**config.mk**
```make
export PLATFORM = sky130hd
export DESIGN_NAME = tpgdc_top
export DESIGN_NICKNAME = d
export VERILOG_FILES = /design/src/shared/tpgdc_pkg.sv /design/src/design/tpgdc_top.sv
export SDC_FILE = /design/constraint.sdc
export NUM_CORES = 1
export LEC_CHECK = 0
export BUFFER_PORTS_ARGS = -buffer_cell sky130_fd_sc_hd__buf_2
export CORE_MARGIN = 10
export CORE_UTILIZATION = 56
export DETAILED_ROUTE_END_ITERATION = 10
export GPL_ROUTABILITY_DRIVEN = 1
export PLACE_DENSITY = 0.76
export SLEW_MARGIN = 20
export SYNTH_ARGS = -nofsm -noshare
export SYNTH_HDL_FRONTEND = slang
export SYNTH_SLANG_ARGS = --single-unit
```
**constraint.sdc**
```tcl
create_clock -name clock -period 6.63 [get_ports clock]
set_clock_uncertainty 0.05 [all_clocks]
set_input_delay 0.3315 -clock clock [delete_from_list [all_inputs] [get_ports clock]]
set_output_delay 0.3315 -clock clock [all_outputs]
set_load 0.1 [all_outputs]
```
**src/shared/tpgdc_pkg.sv**
```systemverilog
/*
 * Constants and types of the three-phase gate drive control block:
 * register map, field layout, timing tables and the state record.
 * Assumes a 250 MHz clock; all counts below derive from that period.
 */
package tpgdc_pkg;

    // ==========================================================
    // clock and sizes
    localparam int CLK_PERIOD_NS = 4;
    localparam int NPH = 3;
    localparam int NIN = 6;
    localparam int SEL_W = 3;
    localparam int SEL_TOT_W = 2 * NPH * SEL_W;
    localparam int LOW_SEL_LSB = NPH * SEL_W;
    localparam int STR_W = 4;
    localparam int CNT_W = 10;
    localparam int AW = 8;
    localparam int DW = 32;

    // ==========================================================
    // register byte addresses
    localparam logic [AW-1:0] REG_CTRL = 8'h00;
    localparam logic [AW-1:0] REG_SEL = 8'h04;
    localparam logic [AW-1:0] REG_DRIVE = 8'h08;
    localparam logic [AW-1:0] REG_STATUS = 8'h0C;

    // ==========================================================
    // field positions and reset values
    localparam int CTRL_MODE_BIT = 0;
    localparam int CTRL_ADT_DIS_BIT = 1;
    localparam int CTRL_GT_LSB = 2;
    localparam int CTRL_DT_LSB = 4;
    localparam int CTRL_CLR_BIT = 8;
    localparam int DRV_HS_LSB = 0;
    localparam int DRV_LS_LSB = 4;
    localparam int ST_HG_LSB = 0;
    localparam int ST_LG_LSB = 3;
    localparam int ST_FLT_BIT = 8;
    localparam int ST_OP_BIT = 9;
    // high a,b,c from inputs 0,2,4; low a,b,c from inputs 1,3,5
    localparam logic [SEL_TOT_W-1:0] SEL_RST = 18'h2B310;
    localparam int HTRANS_ACT_BIT = 1;
    localparam logic HRESP_OKAY = 1'b0;

    // ==========================================================
    // timing: transition time rounds down, dead time rounds up;
    // the loads are one less because the zero count is a cycle too
    localparam int GT_NS [4] = '{500, 1000, 2000, 4000};
    localparam int DT_NS [4] = '{50, 100, 200, 400};
    localparam logic [CNT_W-1:0] GT_LOAD [4] = '{
        CNT_W'(GT_NS[0] / CLK_PERIOD_NS - 1),
        CNT_W'(GT_NS[1] / CLK_PERIOD_NS - 1),
        CNT_W'(GT_NS[2] / CLK_PERIOD_NS - 1),
        CNT_W'(GT_NS[3] / CLK_PERIOD_NS - 1)};
    localparam logic [CNT_W-1:0] DT_LOAD [4] = '{
        CNT_W'((DT_NS[0] + CLK_PERIOD_NS - 1) / CLK_PERIOD_NS - 1),
        CNT_W'((DT_NS[1] + CLK_PERIOD_NS - 1) / CLK_PERIOD_NS - 1),
        CNT_W'((DT_NS[2] + CLK_PERIOD_NS - 1) / CLK_PERIOD_NS - 1),
        CNT_W'((DT_NS[3] + CLK_PERIOD_NS - 1) / CLK_PERIOD_NS - 1)};

    // ==========================================================
    // types
    typedef enum logic [2:0] {
        PH_OFF,
        PH_DEAD_H,
        PH_DEAD_L,
        PH_HIGH,
        PH_LOW
    } tpgdc_phase_t;

    typedef struct packed {
        logic mode;
        logic adt_dis;
        logic [1:0] gt_sel;
        logic [1:0] dt_sel;
        logic [SEL_TOT_W-1:0] sel;
        logic [STR_W-1:0] hs_str;
        logic [STR_W-1:0] ls_str;
        logic fault;
        logic wr_pend;
        logic [AW-1:0] wr_addr;
        logic [DW-1:0] rdata;
        tpgdc_phase_t [NPH-1:0] ph;
        logic [NPH-1:0] hg;
        logic [NPH-1:0] lg;
        logic [NPH-1:0] trans;
        logic [NPH-1:0] trans_hs;
        logic [NPH-1:0] trans_on;
        logic [NPH-1:0][CNT_W-1:0] tcnt;
        logic [NPH-1:0][CNT_W-1:0] dcnt;
    } tpgdc_state_t;

endpackage

```
**src/design/tpgdc_top.sv**
```systemverilog
/*
 * Gate drive control logic for three half-bridges with an AHB-Lite
 * register slave.  Assumes command, comparator and fault inputs are
 * synchronous to clock, and that the analog drivers act on the
 * peak, strong-sink, hold and high-impedance strobes given here.
 */
// Decided for this implementation: the AHB-Lite interface to the registers and the placing of the registers.
`timescale 1ns/1ps

// Function
// - each gate command picks one of six control inputs by select field
// - mode 0: high command drives high gate, low command drives low gate
// - mode 0: both commands equal means both gates off, one turns its own
// - mode 1: low command enables bridge, high command switches it
// - mode 1: enable low forces both off; else control picks the gate
// - sixteen source strength levels, separate for high and low drivers
// - sink strength is always twice the source strength setting
// - two-bit field picks one of four maximum transition times
// - complement gate sinks strongly during a transition, at most that time
// - after the transition a weak hold pull-up or pull-down takes over
// - adaptive mode waits for the off gate comparator before turn-on
// - configurable extra dead time is added before complement turn-on
// - turn-off peak and strong sink end at the below-threshold report
// - turn-on peak and strong sink last the full transition time
// - adaptive disable ignores the comparator, command alone governs
// - adaptive disabled: dead time starts at the command rise
// - adaptive disabled: peak current always lasts the full time
// - a late command adds its own gap to the dead time
// - an early command is held until adaptive plus extra dead time
// - adaptive disabled: dead time is command gap plus extra time
// - a fault blocks commands and holds gates high impedance pulled down
// - fault clears only by clear bit write or enable pulled low
module tpgdc_top
    import tpgdc_pkg::*;
(
    input wire logic clock,
    input wire logic rstn,
    input wire logic ce,
    input wire logic operating_mode,
    input wire logic enable_in,
    input wire logic fault_in,
    input wire logic [NIN-1:0] control_input_n,
    input wire logic [NPH-1:0] high_gate_below,
    input wire logic [NPH-1:0] low_gate_below,
    input wire logic hsel,
    input wire logic [31:0] haddr,
    input wire logic [1:0] htrans,
    input wire logic hwrite,
    input wire logic [2:0] hsize,
    input wire logic [DW-1:0] hwdata,
    input wire logic hready,
    output logic hreadyout,
    output logic hresp,
    output logic [DW-1:0] hrdata,
    output logic [NPH-1:0] high_gate_out,
    output logic [NPH-1:0] low_gate_out,
    output logic [NPH-1:0] high_peak,
    output logic [NPH-1:0] low_peak,
    output logic [NPH-1:0] high_strong_sink,
    output logic [NPH-1:0] low_strong_sink,
    output logic [NPH-1:0] high_hold_pullup,
    output logic [NPH-1:0] high_hold_pulldown,
    output logic [NPH-1:0] low_hold_pullup,
    output logic [NPH-1:0] low_hold_pulldown,
    output logic gate_hiz_pulldown,
    output logic [STR_W-1:0] high_source_strength,
    output logic [STR_W:0] high_sink_strength,
    output logic [STR_W-1:0] low_source_strength,
    output logic [STR_W:0] low_sink_strength,
    output logic fault_out_n
);

    tpgdc_state_t s;
    tpgdc_state_t n;
    logic [NPH-1:0] hi_cmd;
    logic [NPH-1:0] lo_cmd;
    logic [NPH-1:0] want_h;
    logic [NPH-1:0] want_l;
    logic addr_ph;
    logic clr;
    logic blocked;

    // unused select codes read as a low command
    function automatic logic pick(input logic [NIN-1:0] in,
                                  input logic [SEL_W-1:0] sel);
        pick = 1'b0;
        for (int i = 0; i < NIN; i++)
        begin
            if (sel == SEL_W'(i))
                pick = in[i];
        end
    endfunction

    // ==========================================================
    // command selection and mode decode
    for (genvar p = 0; p < NPH; p++)
    begin : g_ph
        assign hi_cmd[p] = pick(control_input_n,
                                s.sel[p*SEL_W +: SEL_W]);
        assign lo_cmd[p] = pick(control_input_n,
                                s.sel[LOW_SEL_LSB + p*SEL_W +: SEL_W]);
        assign want_h[p] = s.mode ? (lo_cmd[p] & hi_cmd[p])
                                  : (hi_cmd[p] & ~lo_cmd[p]);
        assign want_l[p] = s.mode ? (lo_cmd[p] & ~hi_cmd[p])
                                  : (lo_cmd[p] & ~hi_cmd[p]);
    end

    assign addr_ph = hsel & htrans[HTRANS_ACT_BIT] & hready;

    // ==========================================================
    // next state
    always_comb
    begin
        n = s;
        clr = 1'b0;
        if (s.wr_pend)
        begin
            case (s.wr_addr)
                REG_CTRL:
                begin
                    n.mode = hwdata[CTRL_MODE_BIT];
                    n.adt_dis = hwdata[CTRL_ADT_DIS_BIT];
                    n.gt_sel = hwdata[CTRL_GT_LSB +: 2];
                    n.dt_sel = hwdata[CTRL_DT_LSB +: 2];
                    clr = hwdata[CTRL_CLR_BIT];
                end
                REG_SEL:
                    n.sel = hwdata[SEL_TOT_W-1:0];
                REG_DRIVE:
                begin
                    n.hs_str = hwdata[DRV_HS_LSB +: STR_W];
                    n.ls_str = hwdata[DRV_LS_LSB +: STR_W];
                end
                default:
                    n.sel = n.sel;
            endcase
        end
        n.wr_pend = addr_ph & hwrite;
        n.wr_addr = haddr[AW-1:0];

        // a new fault wins over a clear in the same cycle
        n.fault = fault_in | (s.fault & ~clr & enable_in);
        // blocked commands force every phase off
        blocked = ~operating_mode | fault_in | s.fault;

        for (int p = 0; p < NPH; p++)
        begin
            if (blocked)
            begin
                n.ph[p] = PH_OFF;
                n.hg[p] = 1'b0;
                n.lg[p] = 1'b0;
                n.trans[p] = 1'b0;
            end
            else
            begin
                if (s.trans[p])
                begin
                    if (s.tcnt[p] == '0)
                        n.trans[p] = 1'b0;
                    // turn-off ends early on the comparator report
                    else if (!s.trans_on[p] && !s.adt_dis
                             && (s.trans_hs[p] ? high_gate_below[p]
                                               : low_gate_below[p]))
                        n.trans[p] = 1'b0;
                    else
                        n.tcnt[p] = s.tcnt[p] - 1'b1;
                end
                case (s.ph[p])
                    PH_OFF:
                    begin
                        // dead time starts
                        // once the command wants a gate and the other
                        // gate is reported off or the report is ignored
                        if (want_h[p] && (s.adt_dis || low_gate_below[p]))
                        begin
                            n.ph[p] = PH_DEAD_H;
                            n.dcnt[p] = DT_LOAD[s.dt_sel];
                        end
                        else if (want_l[p]
                                 && (s.adt_dis || high_gate_below[p]))
                        begin
                            n.ph[p] = PH_DEAD_L;
                            n.dcnt[p] = DT_LOAD[s.dt_sel];
                        end
                    end
                    PH_DEAD_H:
                    begin
                        if (!want_h[p])
                            n.ph[p] = PH_OFF;
                        else if (s.dcnt[p] == '0)
                        begin
                            n.ph[p] = PH_HIGH;
                            n.hg[p] = 1'b1;
                            n.trans[p] = 1'b1;
                            n.trans_hs[p] = 1'b1;
                            n.trans_on[p] = 1'b1;
                            n.tcnt[p] = GT_LOAD[s.gt_sel];
                        end
                        else
                            n.dcnt[p] = s.dcnt[p] - 1'b1;
                    end
                    PH_DEAD_L:
                    begin
                        if (!want_l[p])
                            n.ph[p] = PH_OFF;
                        else if (s.dcnt[p] == '0)
                        begin
                            n.ph[p] = PH_LOW;
                            n.lg[p] = 1'b1;
                            n.trans[p] = 1'b1;
                            n.trans_hs[p] = 1'b0;
                            n.trans_on[p] = 1'b1;
                            n.tcnt[p] = GT_LOAD[s.gt_sel];
                        end
                        else
                            n.dcnt[p] = s.dcnt[p] - 1'b1;
                    end
                    PH_HIGH:
                    begin
                        if (!want_h[p])
                        begin
                            n.ph[p] = PH_OFF;
                            n.hg[p] = 1'b0;
                            n.trans[p] = 1'b1;
                            n.trans_hs[p] = 1'b1;
                            n.trans_on[p] = 1'b0;
                            n.tcnt[p] = GT_LOAD[s.gt_sel];
                        end
                    end
                    PH_LOW:
                    begin
                        if (!want_l[p])
                        begin
                            n.ph[p] = PH_OFF;
                            n.lg[p] = 1'b0;
                            n.trans[p] = 1'b1;
                            n.trans_hs[p] = 1'b0;
                            n.trans_on[p] = 1'b0;
                            n.tcnt[p] = GT_LOAD[s.gt_sel];
                        end
                    end
                    default:
                        n.ph[p] = PH_OFF;
                endcase
            end
        end

        // read data follows any write landing this cycle
        if (addr_ph && !hwrite)
        begin
            n.rdata = '0;
            case (haddr[AW-1:0])
                REG_CTRL:
                begin
                    n.rdata[CTRL_MODE_BIT] = n.mode;
                    n.rdata[CTRL_ADT_DIS_BIT] = n.adt_dis;
                    n.rdata[CTRL_GT_LSB +: 2] = n.gt_sel;
                    n.rdata[CTRL_DT_LSB +: 2] = n.dt_sel;
                end
                REG_SEL:
                    n.rdata[SEL_TOT_W-1:0] = n.sel;
                REG_DRIVE:
                begin
                    n.rdata[DRV_HS_LSB +: STR_W] = n.hs_str;
                    n.rdata[DRV_LS_LSB +: STR_W] = n.ls_str;
                end
                REG_STATUS:
                begin
                    n.rdata[ST_HG_LSB +: NPH] = s.hg;
                    n.rdata[ST_LG_LSB +: NPH] = s.lg;
                    n.rdata[ST_FLT_BIT] = s.fault;
                    n.rdata[ST_OP_BIT] = operating_mode;
                end
                default:
                    n.rdata = '0;
            endcase
        end
    end

    // ==========================================================
    // state register; reset is not held off by the clock enable
    always_ff @(posedge clock)
    begin
        if (!rstn)
        begin
            s <= '0;
            s.sel <= SEL_RST;
        end
        else if (ce)
            s <= n;
    end

    // ==========================================================
    // outputs
    assign hreadyout = 1'b1;
    assign hresp = HRESP_OKAY;
    assign hrdata = s.rdata;
    assign high_gate_out = s.hg;
    assign low_gate_out = s.lg;
    assign high_peak = s.trans & s.trans_hs;
    assign low_peak = s.trans & ~s.trans_hs;
    // strong sink on the gate opposite the transition
    assign high_strong_sink = s.trans & ~s.trans_hs;
    assign low_strong_sink = s.trans & s.trans_hs;
    // weak hold once no strong current is applied
    assign high_hold_pullup = s.hg & ~high_peak;
    assign high_hold_pulldown = ~s.hg & ~high_peak & ~high_strong_sink
                                & {NPH{~s.fault}};
    assign low_hold_pullup = s.lg & ~low_peak;
    assign low_hold_pulldown = ~s.lg & ~low_peak & ~low_strong_sink
                               & {NPH{~s.fault}};
    // fault state holds the gates high impedance pulled down
    assign gate_hiz_pulldown = s.fault;
    // source codes and doubled sink codes
    assign high_source_strength = s.hs_str;
    assign high_sink_strength = {s.hs_str, 1'b0};
    assign low_source_strength = s.ls_str;
    assign low_sink_strength = {s.ls_str, 1'b0};
    assign fault_out_n = ~s.fault;
endmodule

```
==> summary.txt, run 1 <==
Cell accounting for the most synthesized area - dfxtp_1
Gate Count Post-Synth - 1236
Post-route design area - 10300 um^2
Final nets - 1358
I/O Buffers - 113
Share of cells above drive strength 1 - 15.7%
Setup CP Type - flop to flop
Average wire per standard cell - 17.7 um
H-Tree Depth - 4
CTS tree - yes
1st-iter DRT viols - 865
FF-to-FF Start - s[157]
CP Depth - 8
Io pins - 174
Num rows - 47
Multiplexer area fraction after synthesis - 8.95%
YS warnings - 0
Post-cts sizing count - 0
Setup-failing EPs final - 0
Initial antenna violation count - 4
RSZ-0062 raised after global routing - false
Crit path DAT - 4.02 ns
Grt ovf - 0
Clock tree buffer depth - 2
Syn avg cell area - 7.60 um^2
Chip width - 150 um
Post-Syn Area - 9400 um^2
Worst min path class - primary input to flop
Fin Setup TNS - 0 ns
Post-Route WL - 26.4 mm
Worst-path cell chain - clkinv_1 > xnor2_1 > a22o_1 > o2111a_1 > o21ai_1 > nand2_1 > or4_1 > a31oi_1
Max_slew headroom - 32.0%
Pwr dens - 217 nW/um^2
R2R Path End - s[43]
Fin crit period - 3.72 ns
Post-CTS Setup Bufs - 0
Area growth syn-to-layout - 9.28%
CP endpoint kind - flop
Post-Synth XOR/XNOR Area - 0.745%
Vias in the first global route - 8430
Simple-gate share of the synthesized area - 25.1%
FF-to-FF path depth - 8
Synth Area in Adders - 1.46%
Critical Path RT - 6.93 ns
Startpoint Class - flop
VDD IR max - 0.192 mV
Worst skew pair latency - 0.43 ns
Die ar. - 22400 um^2
Clock Sinks - 144
GPL Wtd Cong - 0.935
Routed Antenna Nets - 0
Leak - 4.04 nW
Worst-path clk slew - 0.06 ns
Slew Limit Fails - 0
Initial cell density of the core - 56.9%
TritonCTS buffer count - 17
Outcome - finished clean
Hold bufs inserted after CTS - 0
Main combinational cell family by area after synthesis - simple AND/OR/NAND/NOR gates
DRT Pass-1 Iters - 6
Least-Margin Pin Slew - 1.01 ns
Final hold slack - 0.0744 ns
EDFF count, synth - 0
Slowest Stage Delay on Critical Path - 0.63 ns
Clock root buffer - clkbuf_16
Critical Path Source - s[157]
Vias/cell - 6.15
Filler cells - 1519
Ys async rst share - 0%
Hold Crit Start - hwdata[15]
MaxCap Viol Count - 0
All-Layer GR Usage - 23.3%
Compound-Gate Fraction of Synth Area - 23.2%
Commonest cells post-synth - dfxtp_1 (144), nand2_1 (132), nor2_1 (129), a21oi_1 (86), o21ai_0 (67)
Placed Area - 9600 um^2
Fmax - 269 MHz
Seq cells post-synth - 144
First-pass GRT wire length - 43.2 mm
Non-filler cells in the finished layout - 1494
Critical path peak fanout - 16
Area share of the largest cell type after synthesis - 30.7%
HPWL after DPL - 18.6 mm
Synth Flop Type - dfxtp_1
R2R Setup Slk - 2.91 ns
Yosys cell types - 86
Tcrit/Tclk final - 56.1%
Slowest CP cell - or4_1
Ranking of synthesized cells by area - dfxtp_1 (31%), mux2i_1 (7.0%), nand2_1 (5.3%)
Largest net degree at the start of global routing - 80
# DRC - 0
Final Hold Viols - 0
Placed insts - 1458
Vias - 9188
Most numerous cell in the Yosys netlist - dfxtp_1
Critical path's top delay family - compound AO/OA/AOI/OAI gates
CORE AREA - 16500 um^2
Critical Path End - s[43]
Sequential cell area fraction in the yosys report - 30.7%
Crit path buffers/inverters - 1
Die extent in y - 150 um
-- tightest hold or removal path: cells and delay by family --
kind	cells	cell delay, ns
buffers and inverters	1	0.09
and+or+nand+nor	2	0.10
-- flip-flops by register name (all words and copies together) (netlist names) --
register and cells:
hrdata 18, s 111, low_source_strength 4, low_gate_out 3
high_source_strength 4, gate_hiz_pulldown 1, high_gate_out 3
-- kinds of logic (layout without fill, tap and decap cells) --
family	Yosys count	in the layout
simple gates	486	486
compound gates	329	329
buf+inv	177	195
flops	144	144
mux	79	79
fa+ha+maj	11	11
xor+xnor	8	8
other cells	2	22
-- worst min path at each step --
| stage | end | cells after the start |
|---|---|---|
| after global placement | s[60] | 2 |
| after detailed placement | s[60] | 2 |
| after CTS | s[149] | 3 |
| after global routing | s[149] | 3 |
| final | s[149] | 3 |
| after floorplan | s[60] | 2 |
-- where the power goes --
group	internal, W	switching (W)	leakage [nW]	total, W
Combinational	0.0000658	0.000205	2.56	0.000271
Sequential	0.000875	0.0000132	1.16	0.000888
Clock	0.000677	0.000392	0.316	0.00107
-- metrics by stage --
step / setup slack, ns / power (W) / util (%)
2_1_floorplan: 3.21 / 0.00112 / -
3_3_place_gp: 3.18 / 0.00117 / 58.1
3_5_place_dp: 3.09 / 0.00117 / 58.1
4_1_cts: 3.04 / 0.00223 / 62.1
5_1_grt: 2.81 / 0.00230 / 62.1
6_report: 2.91 / 0.00223 / 62.2
-- per-layer routing --
layer | vias up | GRT usage, % | share of wire, %
met5 | - | 0 | 0.049
met4 | 2 | 8.05 | 2.4
met3 | 53 | 5.28 | 8.2
met2 | 392 | 37.3 | 47
met1 | 4288 | 30.1 | 42
li1 | 4453 | - | -
-- final cells by class --
type / instances / area (um^2) / share of cell area [%]
repair buffers: 122 / 633 / 6.16
inverters: 41 / 154 / 1.50
flip-flops and latches: 144 / 2880 / 28.1
well taps: 220 / 275 / 2.68
clock inverters: 14 / 211 / 2.06
multi-input cells: 931 / 5670 / 55.2
diodes: 4 / 10.0 / 0.0975
clock buffers: 18 / 439 / 4.28
-- cells in the final DEF, fill, tap and decap left out, drive strengths merged, types with 20 or more instances in the layout --
cell type | netlist | layout
mux2i | 67 | 67
nand2 | 132 | 132
nor3 | 48 | 48
buf | 78 | 122
nand3 | 49 | 49
a31oi | 20 | 20
a21oi | 88 | 88
nor2 | 130 | 130
o21ai | 73 | 73
inv | 40 | 41
dfxtp | 144 | 144
Power figures use the tool's default switching activity.
==> inputs of run 2 (changes only) <==
--- a/config.mk
+++ b/config.mk
@@ -7,10 +7,10 @@
 export LEC_CHECK = 0
 export BUFFER_PORTS_ARGS = -buffer_cell sky130_fd_sc_hd__buf_2
 export CORE_MARGIN = 10
-export CORE_UTILIZATION = 56
+export CORE_UTILIZATION = 51
 export DETAILED_ROUTE_END_ITERATION = 10
 export GPL_ROUTABILITY_DRIVEN = 1
-export PLACE_DENSITY = 0.76
+export PLACE_DENSITY = 0.73
 export SLEW_MARGIN = 20
 export SYNTH_ARGS = -nofsm -noshare
 export SYNTH_HDL_FRONTEND = slang
==> constraint.sdc (replaced) <==
create_clock -name clock -period 3.3 [get_ports clock]
set_clock_uncertainty 0.05 [all_clocks]
set_input_delay 0.165 -clock clock [delete_from_list [all_inputs] [get_ports clock]]
set_output_delay 0.165 -clock clock [all_outputs]
set_load 0.1 [all_outputs]
==> summary.txt, run 2 (same netlist as run 1, synthesis figures left out) <==
Outcome - finished clean (unchanged)
TritonCTS buffer count - 17 (unchanged)
P_sw - 0.00124 W (was 0.000611 W)
Grt ovf - 0 (unchanged)
Final Util - 59.6% (was 62.2%)
Average wire per standard cell - 17.7 um (about the same)
DRT Pass-1 Iters - 6 (unchanged)
Worst-path clk slew - 0.06 ns (about the same)
Setup CP Type - flop to flop (unchanged)
Vias - 9430 (was 9188)
Pwr dens - 426 nW/um^2 (was 217 nW/um^2)
Worst skew pair latency - 0.43 ns (about the same)
CORE AREA - 18000 um^2 (was 16500 um^2)
Num rows - 49 (was 47)
CP Depth - 10 (was 8)
GPL Wtd Cong - 0.950 (was 0.935)
Clock root buffer - clkbuf_16 (unchanged)
Slew Limit Fails - 0 (unchanged)
Critical path peak fanout - 15 (was 16)
CP endpoint kind - flop (unchanged)
Most flops, register - s (unchanged)
VDD IR max - 0.350 mV (was 0.192 mV)
1st-iter DRT viols - 931 (was 865)
Commonest non-fill, non-tap cell in the layout - dfxtp_1 (unchanged)
Worst min path class - primary input to flop (unchanged)
Die extent in y - 156 um (was 150 um)
CTS tree - yes (unchanged)
Routed Antenna Nets - 0 (unchanged)
Critical Path RT - 3.57 ns (was 6.93 ns)
Final Hold Viols - 0 (unchanged)
Clock Sinks - 144 (unchanged)
Final nets - 1408 (was 1358)
H-Tree Depth - 4 (unchanged)
I/O Buffers - 113 (unchanged)
RSZ-0062 raised after global routing - false (unchanged)
All-Layer GR Usage - 22.3% (was 23.3%)
FF-to-FF path depth - 10 (was 8)
Clock tree buffer depth - 2 (unchanged)
Max reg flops - 111 (unchanged)
Worst-path cell chain - inv_1 > ha_1 > or3b_1 > or4_1 > or4_4 > mux2i_4 > nor3_4 > buf_4 > o21a_1 > o221a_1 (was clkinv_1 > xnor2_1 > a22o_1 > o2111a_1 > o21ai_1 > nand2_1 > or4_1 > a31oi_1)
Register area - 2880 um^2 (unchanged)
Share of cells above drive strength 1 - 17.0% (was 15.7%)
Leak - 4.27 nW (was 4.04 nW)
Startpoint Class - flop (unchanged)
Vias in the first global route - 8637 (was 8430)
Combinational power share - 12.9% (was 12.2%)
Largest net degree at the start of global routing - 64 (was 80)
Area growth syn-to-layout - 14.3% (was 9.28%)
Setup-failing EPs final - 0 (unchanged)
Reg power frac - 38.9% (was 39.9%)
Place WS - -0.173 ns (was 3.09 ns)
Setup WS post-layout - 0.163 ns (was 2.91 ns)
First-pass GRT wire length - 45.2 mm (was 43.2 mm)
MaxCap Viol Count - 0 (unchanged)
Slowest Stage Delay on Critical Path - 0.61 ns (was 0.63 ns)
WHS Path Cells - 3 (unchanged)
Initial antenna violation count - 0 (was 4)
Ant diodes - 0 (was 4)
Commonest cells after routing, fill and taps aside - dfxtp_1 (144), nand2_1 (132), nor2_1 (128) (unchanged)
Max_slew headroom - 42.1% (was 32.0%)
Slowest CP cell - or4_1 (unchanged)
Crit path buffers/inverters - 2 (was 1)
Least-Margin Pin Slew - 0.861 ns (was 1.01 ns)
Sw Ratio - 27.1% (was 27.4%)
Area of the multi-input gates - 5670 um^2 (about the same)
Pint - 0.00334 W (was 0.00162 W)
Initial cell density of the core - 52.1% (was 56.9%)
Tcrit/Tclk final - 95.1% (was 56.1%)
Filler cells - 1655 (was 1519)
Chip width - 156 um (was 150 um)
HPWL after DPL - 19.6 mm (was 18.6 mm)
Fmax - 319 MHz (was 269 MHz)
Critical path's top delay family - simple AND/OR/NAND/NOR gates (was compound AO/OA/AOI/OAI gates)
Vias/cell - 6.09 (was 6.15)
Io pins - 174 (unchanged)
# DRC - 0 (unchanged)
Fin crit period - 3.14 ns (was 3.72 ns)
Crit path DAT - 3.40 ns (was 4.02 ns)
Post-Route WL - 27.5 mm (was 26.4 mm)
Clock Power Share - 48.2% (was 48.0%)
Die ar. - 24300 um^2 (was 22400 um^2)
[run 2: per-layer routing]
metal,GRT usage (%),routed length [um],vias to the layer above
met1,29.6,11800,4452
met4,6.95,488,0
met5,0,0,-
met3,3.97,2210,32
met2,36.0,13000,392
li1,-,-,4554
[run 2: power by group through the flow]
stage,registers [W],clock network [W],logic (W)
after floorplan,0.00181,0,0.000434
after global placement,0.00182,0,0.000550
after detailed placement,0.00182,0,0.000556
after CTS,0.00178,0.00223,0.000581
after global routing,0.00178,0.00231,0.000636
final,0.00178,0.00221,0.000590
[run 2: timing repair]
action,CTS,global route
hold buffers,25,0
pin swaps,0,1
endpoints found under the hold margin,29,0
setup endpoints to repair,8,7
setup buffers,0,3
cloned,0,0
gates resized for setup,1,1
[run 2: path summary, 6_finish.rpt]
path / startpoint / end / slack, ns
min reg2reg: s[60] / s[60] / 0.42
max reg2reg: s[0] / s[37] / 0.16
max: s[0] / s[37] / 0.16
min: hwdata[3] / s[137] / 0.02
[run 2: worst register-to-register path, delay by kind of cell, from the launching register on]
family / cells / cell delay, ns
DFF: 1 / 0.33
muxes: 1 / 0.22
adders and majority gates: 1 / 0.17
and+or+nand+nor: 4 / 1.63
buffers and inverters: 2 / 0.23
AOI/OAI and AO/OA: 2 / 0.39
[run 2: final cells by class]
cell class,instances,area share [%]
clock buffer,18,3.99
clock inverter,14,2.22
inverter,41,1.43
multi-input combinational,931,52.8
sequential,144,26.8
tap,229,2.67
timing repair buffer,172,10.1
[run 2: metrics by stage]
step | TNS, ns | area, um^2 | hold slack (ns) | std cells | power (W)
2_1_floorplan | 0 | 9460 | 0.239 | 1252 | 0.00225
3_3_place_gp | 0 | 9790 | 0.351 | 1489 | 0.00237
3_5_place_dp | -0.485 | 9790 | 0.358 | 1489 | 0.00237
4_1_cts | 0 | 10700 | 0.00283 | 1546 | 0.00459
5_1_grt | 0 | 10700 | 0.0325 | 1549 | 0.00473
6_report | 0 | 10700 | 0.0173 | 1549 | 0.00458
==> inputs of run 3 (changes only) <==
--- a/config.mk
+++ b/config.mk
@@ -6,11 +6,13 @@
 export NUM_CORES = 1
 export LEC_CHECK = 0
 export BUFFER_PORTS_ARGS = -buffer_cell sky130_fd_sc_hd__buf_2
+export CORE_ASPECT_RATIO = 1.1
 export CORE_MARGIN = 10
-export CORE_UTILIZATION = 51
+export CORE_UTILIZATION = 56
 export DETAILED_ROUTE_END_ITERATION = 10
 export GPL_ROUTABILITY_DRIVEN = 1
-export PLACE_DENSITY = 0.73
+export PLACE_DENSITY = 0.76
+export REMOVE_ABC_BUFFERS = 1
 export SLEW_MARGIN = 20
 export SYNTH_ARGS = -nofsm -noshare
 export SYNTH_HDL_FRONTEND = slang
==> constraint.sdc (replaced) <==
create_clock -name clock -period 3 [get_ports clock]
set_clock_uncertainty 0.05 [all_clocks]
set_input_delay 0.15 -clock clock [delete_from_list [all_inputs] [get_ports clock]]
set_output_delay 0.15 -clock clock [all_outputs]
set_load 0.1 [all_outputs]
==> summary.txt, run 3 (same netlist as run 1, synthesis figures left out) <==
Outcome - finished clean (unchanged)
Chip width - 144 um (was 156 um)
Critical Path Source - s[0] (unchanged)
Pwr dens - 426 nW/um^2 (about the same)
Startpoint Class - flop (unchanged)
HPWL after DPL - 19.8 mm (was 19.6 mm)
I/O Buffers - 113 (unchanged)
Vias/cell - 6.13 (was 6.09)
Fmax - 346 MHz (was 319 MHz)
1st-iter DRT viols - 887 (was 931)
GPL Wtd Cong - 0.940 (was 0.950)
Critical Path RT - 3.27 ns (was 3.57 ns)
Largest net degree at the start of global routing - 82 (was 64)
VDD IR max - 0.437 mV (was 0.350 mV)
Initial cell density of the core - 57.2% (was 52.1%)
TritonCTS buffer count - 17 (unchanged)
Hold Crit Start - enable_in (was hwdata[3])
Max_slew headroom - 45.0% (was 42.1%)
CTS tree - yes (unchanged)
Die ar. - 22400 um^2 (was 24300 um^2)
CORE AREA - 16400 um^2 (was 18000 um^2)
Io pins - 174 (unchanged)
Commonest non-fill, non-tap cell in the layout - dfxtp_1 (unchanged)
Vias - 9476 (was 9430)
Final nets - 1430 (was 1408)
Post-Route WL - 28.1 mm (was 27.5 mm)
Area growth syn-to-layout - 16.1% (was 14.3%)
Worst-path clk slew - 0.07 ns (was 0.06 ns)
Crit path DAT - 3.16 ns (was 3.40 ns)
H-Tree Depth - 4 (unchanged)
Slew Limit Fails - 0 (unchanged)
Clock tree buffer depth - 2 (unchanged)
Final hold slack - 0.0237 ns (was 0.0173 ns)
Setup CP Type - flop to flop (unchanged)
Setup-failing EPs final - 0 (unchanged)
Routed Antenna Nets - 0 (unchanged)
Setup WS post-layout - 0.112 ns (was 0.163 ns)
Final Hold Viols - 0 (unchanged)
Most flops, register - s (unchanged)
Share of cells above drive strength 1 - 19.8% (was 17.0%)
Initial antenna violation count - 1 (was 0)
Commonest cells after routing, fill and taps aside - dfxtp_1 (141), nand2_1 (131), nor2_1 (127) (was dfxtp_1 (144), nand2_1 (132), nor2_1 (128))
FF-to-FF Start - s[0] (unchanged)
MaxCap Viol Count - 0 (unchanged)
Least-Margin Pin Slew - 0.817 ns (was 0.861 ns)
Clock Sinks - 144 (unchanged)
Max reg flops - 111 (unchanged)
Num rows - 49 (unchanged)
Fin crit period - 2.89 ns (was 3.14 ns)
Clock root buffer - clkbuf_16 (unchanged)
CP endpoint kind - flop (unchanged)
DRT Pass-1 Iters - 6 (unchanged)
Worst min path class - primary input to flop (unchanged)
Critical path peak fanout - 6 (was 15)
Worst skew pair latency - 0.43 ns (about the same)
Average wire per standard cell - 18.2 um (was 17.7 um)
Vias in the first global route - 8767 (was 8637)
All-Layer GR Usage - 24.5% (was 22.3%)
R2R Setup Slk - 0.11 ns (was 0.16 ns)
# DRC - 0 (unchanged)
Leak - 4.34 nW (was 4.27 nW)
Placed insts - 1483 (was 1489)
Place WS - 0.0417 ns (was -0.173 ns)
Tcrit/Tclk final - 96.3% (was 95.1%)
Non-filler cells in the finished layout - 1547 (was 1549)
Die extent in y - 156 um (about the same)
Grt ovf - 0 (unchanged)
First-pass GRT wire length - 45.2 mm (unchanged)
run 3: cell count changes in the layout (fill, tap and decap cells not counted), sizes merged:
cell / before / now
buf: 147 / 167
diode: 0 / 1
clkinv: 6 / 1
bufinv: 6 / 0
clkinvlp: 3 / 5
inv: 40 / 49
nor3: 48 / 49
dlygate4sd3: 25 / 26
run 3: layout make-up:
class	count	area (um^2)
inverters	41	158
clock inverters	14	120
well taps	204	255
repair buffers	193	1290
fillers	1381	5520
clock buffers	18	429
multi-input cells	932	5770
diodes	1	2.50
flip-flops and latches	144	2890
run 3: path summary, 6_finish.rpt:
kind / end / depth (start not counted)
setup / recovery: s[37] / 10
hold / removal: gate_hiz_pulldown / 5
setup reg to reg: s[37] / 10
hold reg to reg: s[60] / 2
run 3: routing by layer:
metal	global-route usage, %	up-vias	wire length [um]	part of all wire [%]
met5	0	-	0	0
met4	9.39	0	910	3.2
met3	4.32	63	2010	7.1
met2	40.6	408	13400	48
met1	30.9	4405	11800	42
li1	-	4600	-	-
run 3: timing repair:
item | 4_1_cts | 5_1_grt
gates resized for setup | 1 | 28
gates cloned | 0 | 1
buffers inserted | 0 | 4
hold buffers | 26 | 0
setup endpoints to repair | 5 | 52
pin swaps | 0 | 5
endpoints found under the hold margin | 36 | 0
run 3: report_power, final:
part | internal (W) | switching (W) | total, W
Combinational | 0.000195 | 0.000473 | 0.000668
Sequential | 0.00193 | 0.0000250 | 0.00196
Clock | 0.00108 | 0.000939 | 0.00202
Total | 0.00321 | 0.00144 | 0.00465
run 3: worst max-delay path, stage by stage (launching register included):
cell and delay (ns):
dfxtp_2 0.33, inv_1 0.06, ha_2 0.18, or3b_4 0.38, or4_4 0.44, or4_4 0.44
mux2i_4 0.23, nor3_4 0.11, buf_6 0.16, o21a_1 0.16, o221a_1 0.23
run 3: through the flow:
| stage | util [%] | area, um^2 | total power, W | setup TNS, ns |
|---|---|---|---|---|
| finish | 66.4 | 10900 | 0.00465 | 0 |
| CTS | 65.5 | 10800 | 0.00465 | 0 |
| global route | 66.4 | 10900 | 0.00479 | -0.0404 |
| detailed placement | 60.5 | 9940 | 0.00262 | 0 |
| global placement | 60.5 | 9940 | 0.00261 | 0 |
| floorplan | - | 8690 | 0.00242 | -65.01 |
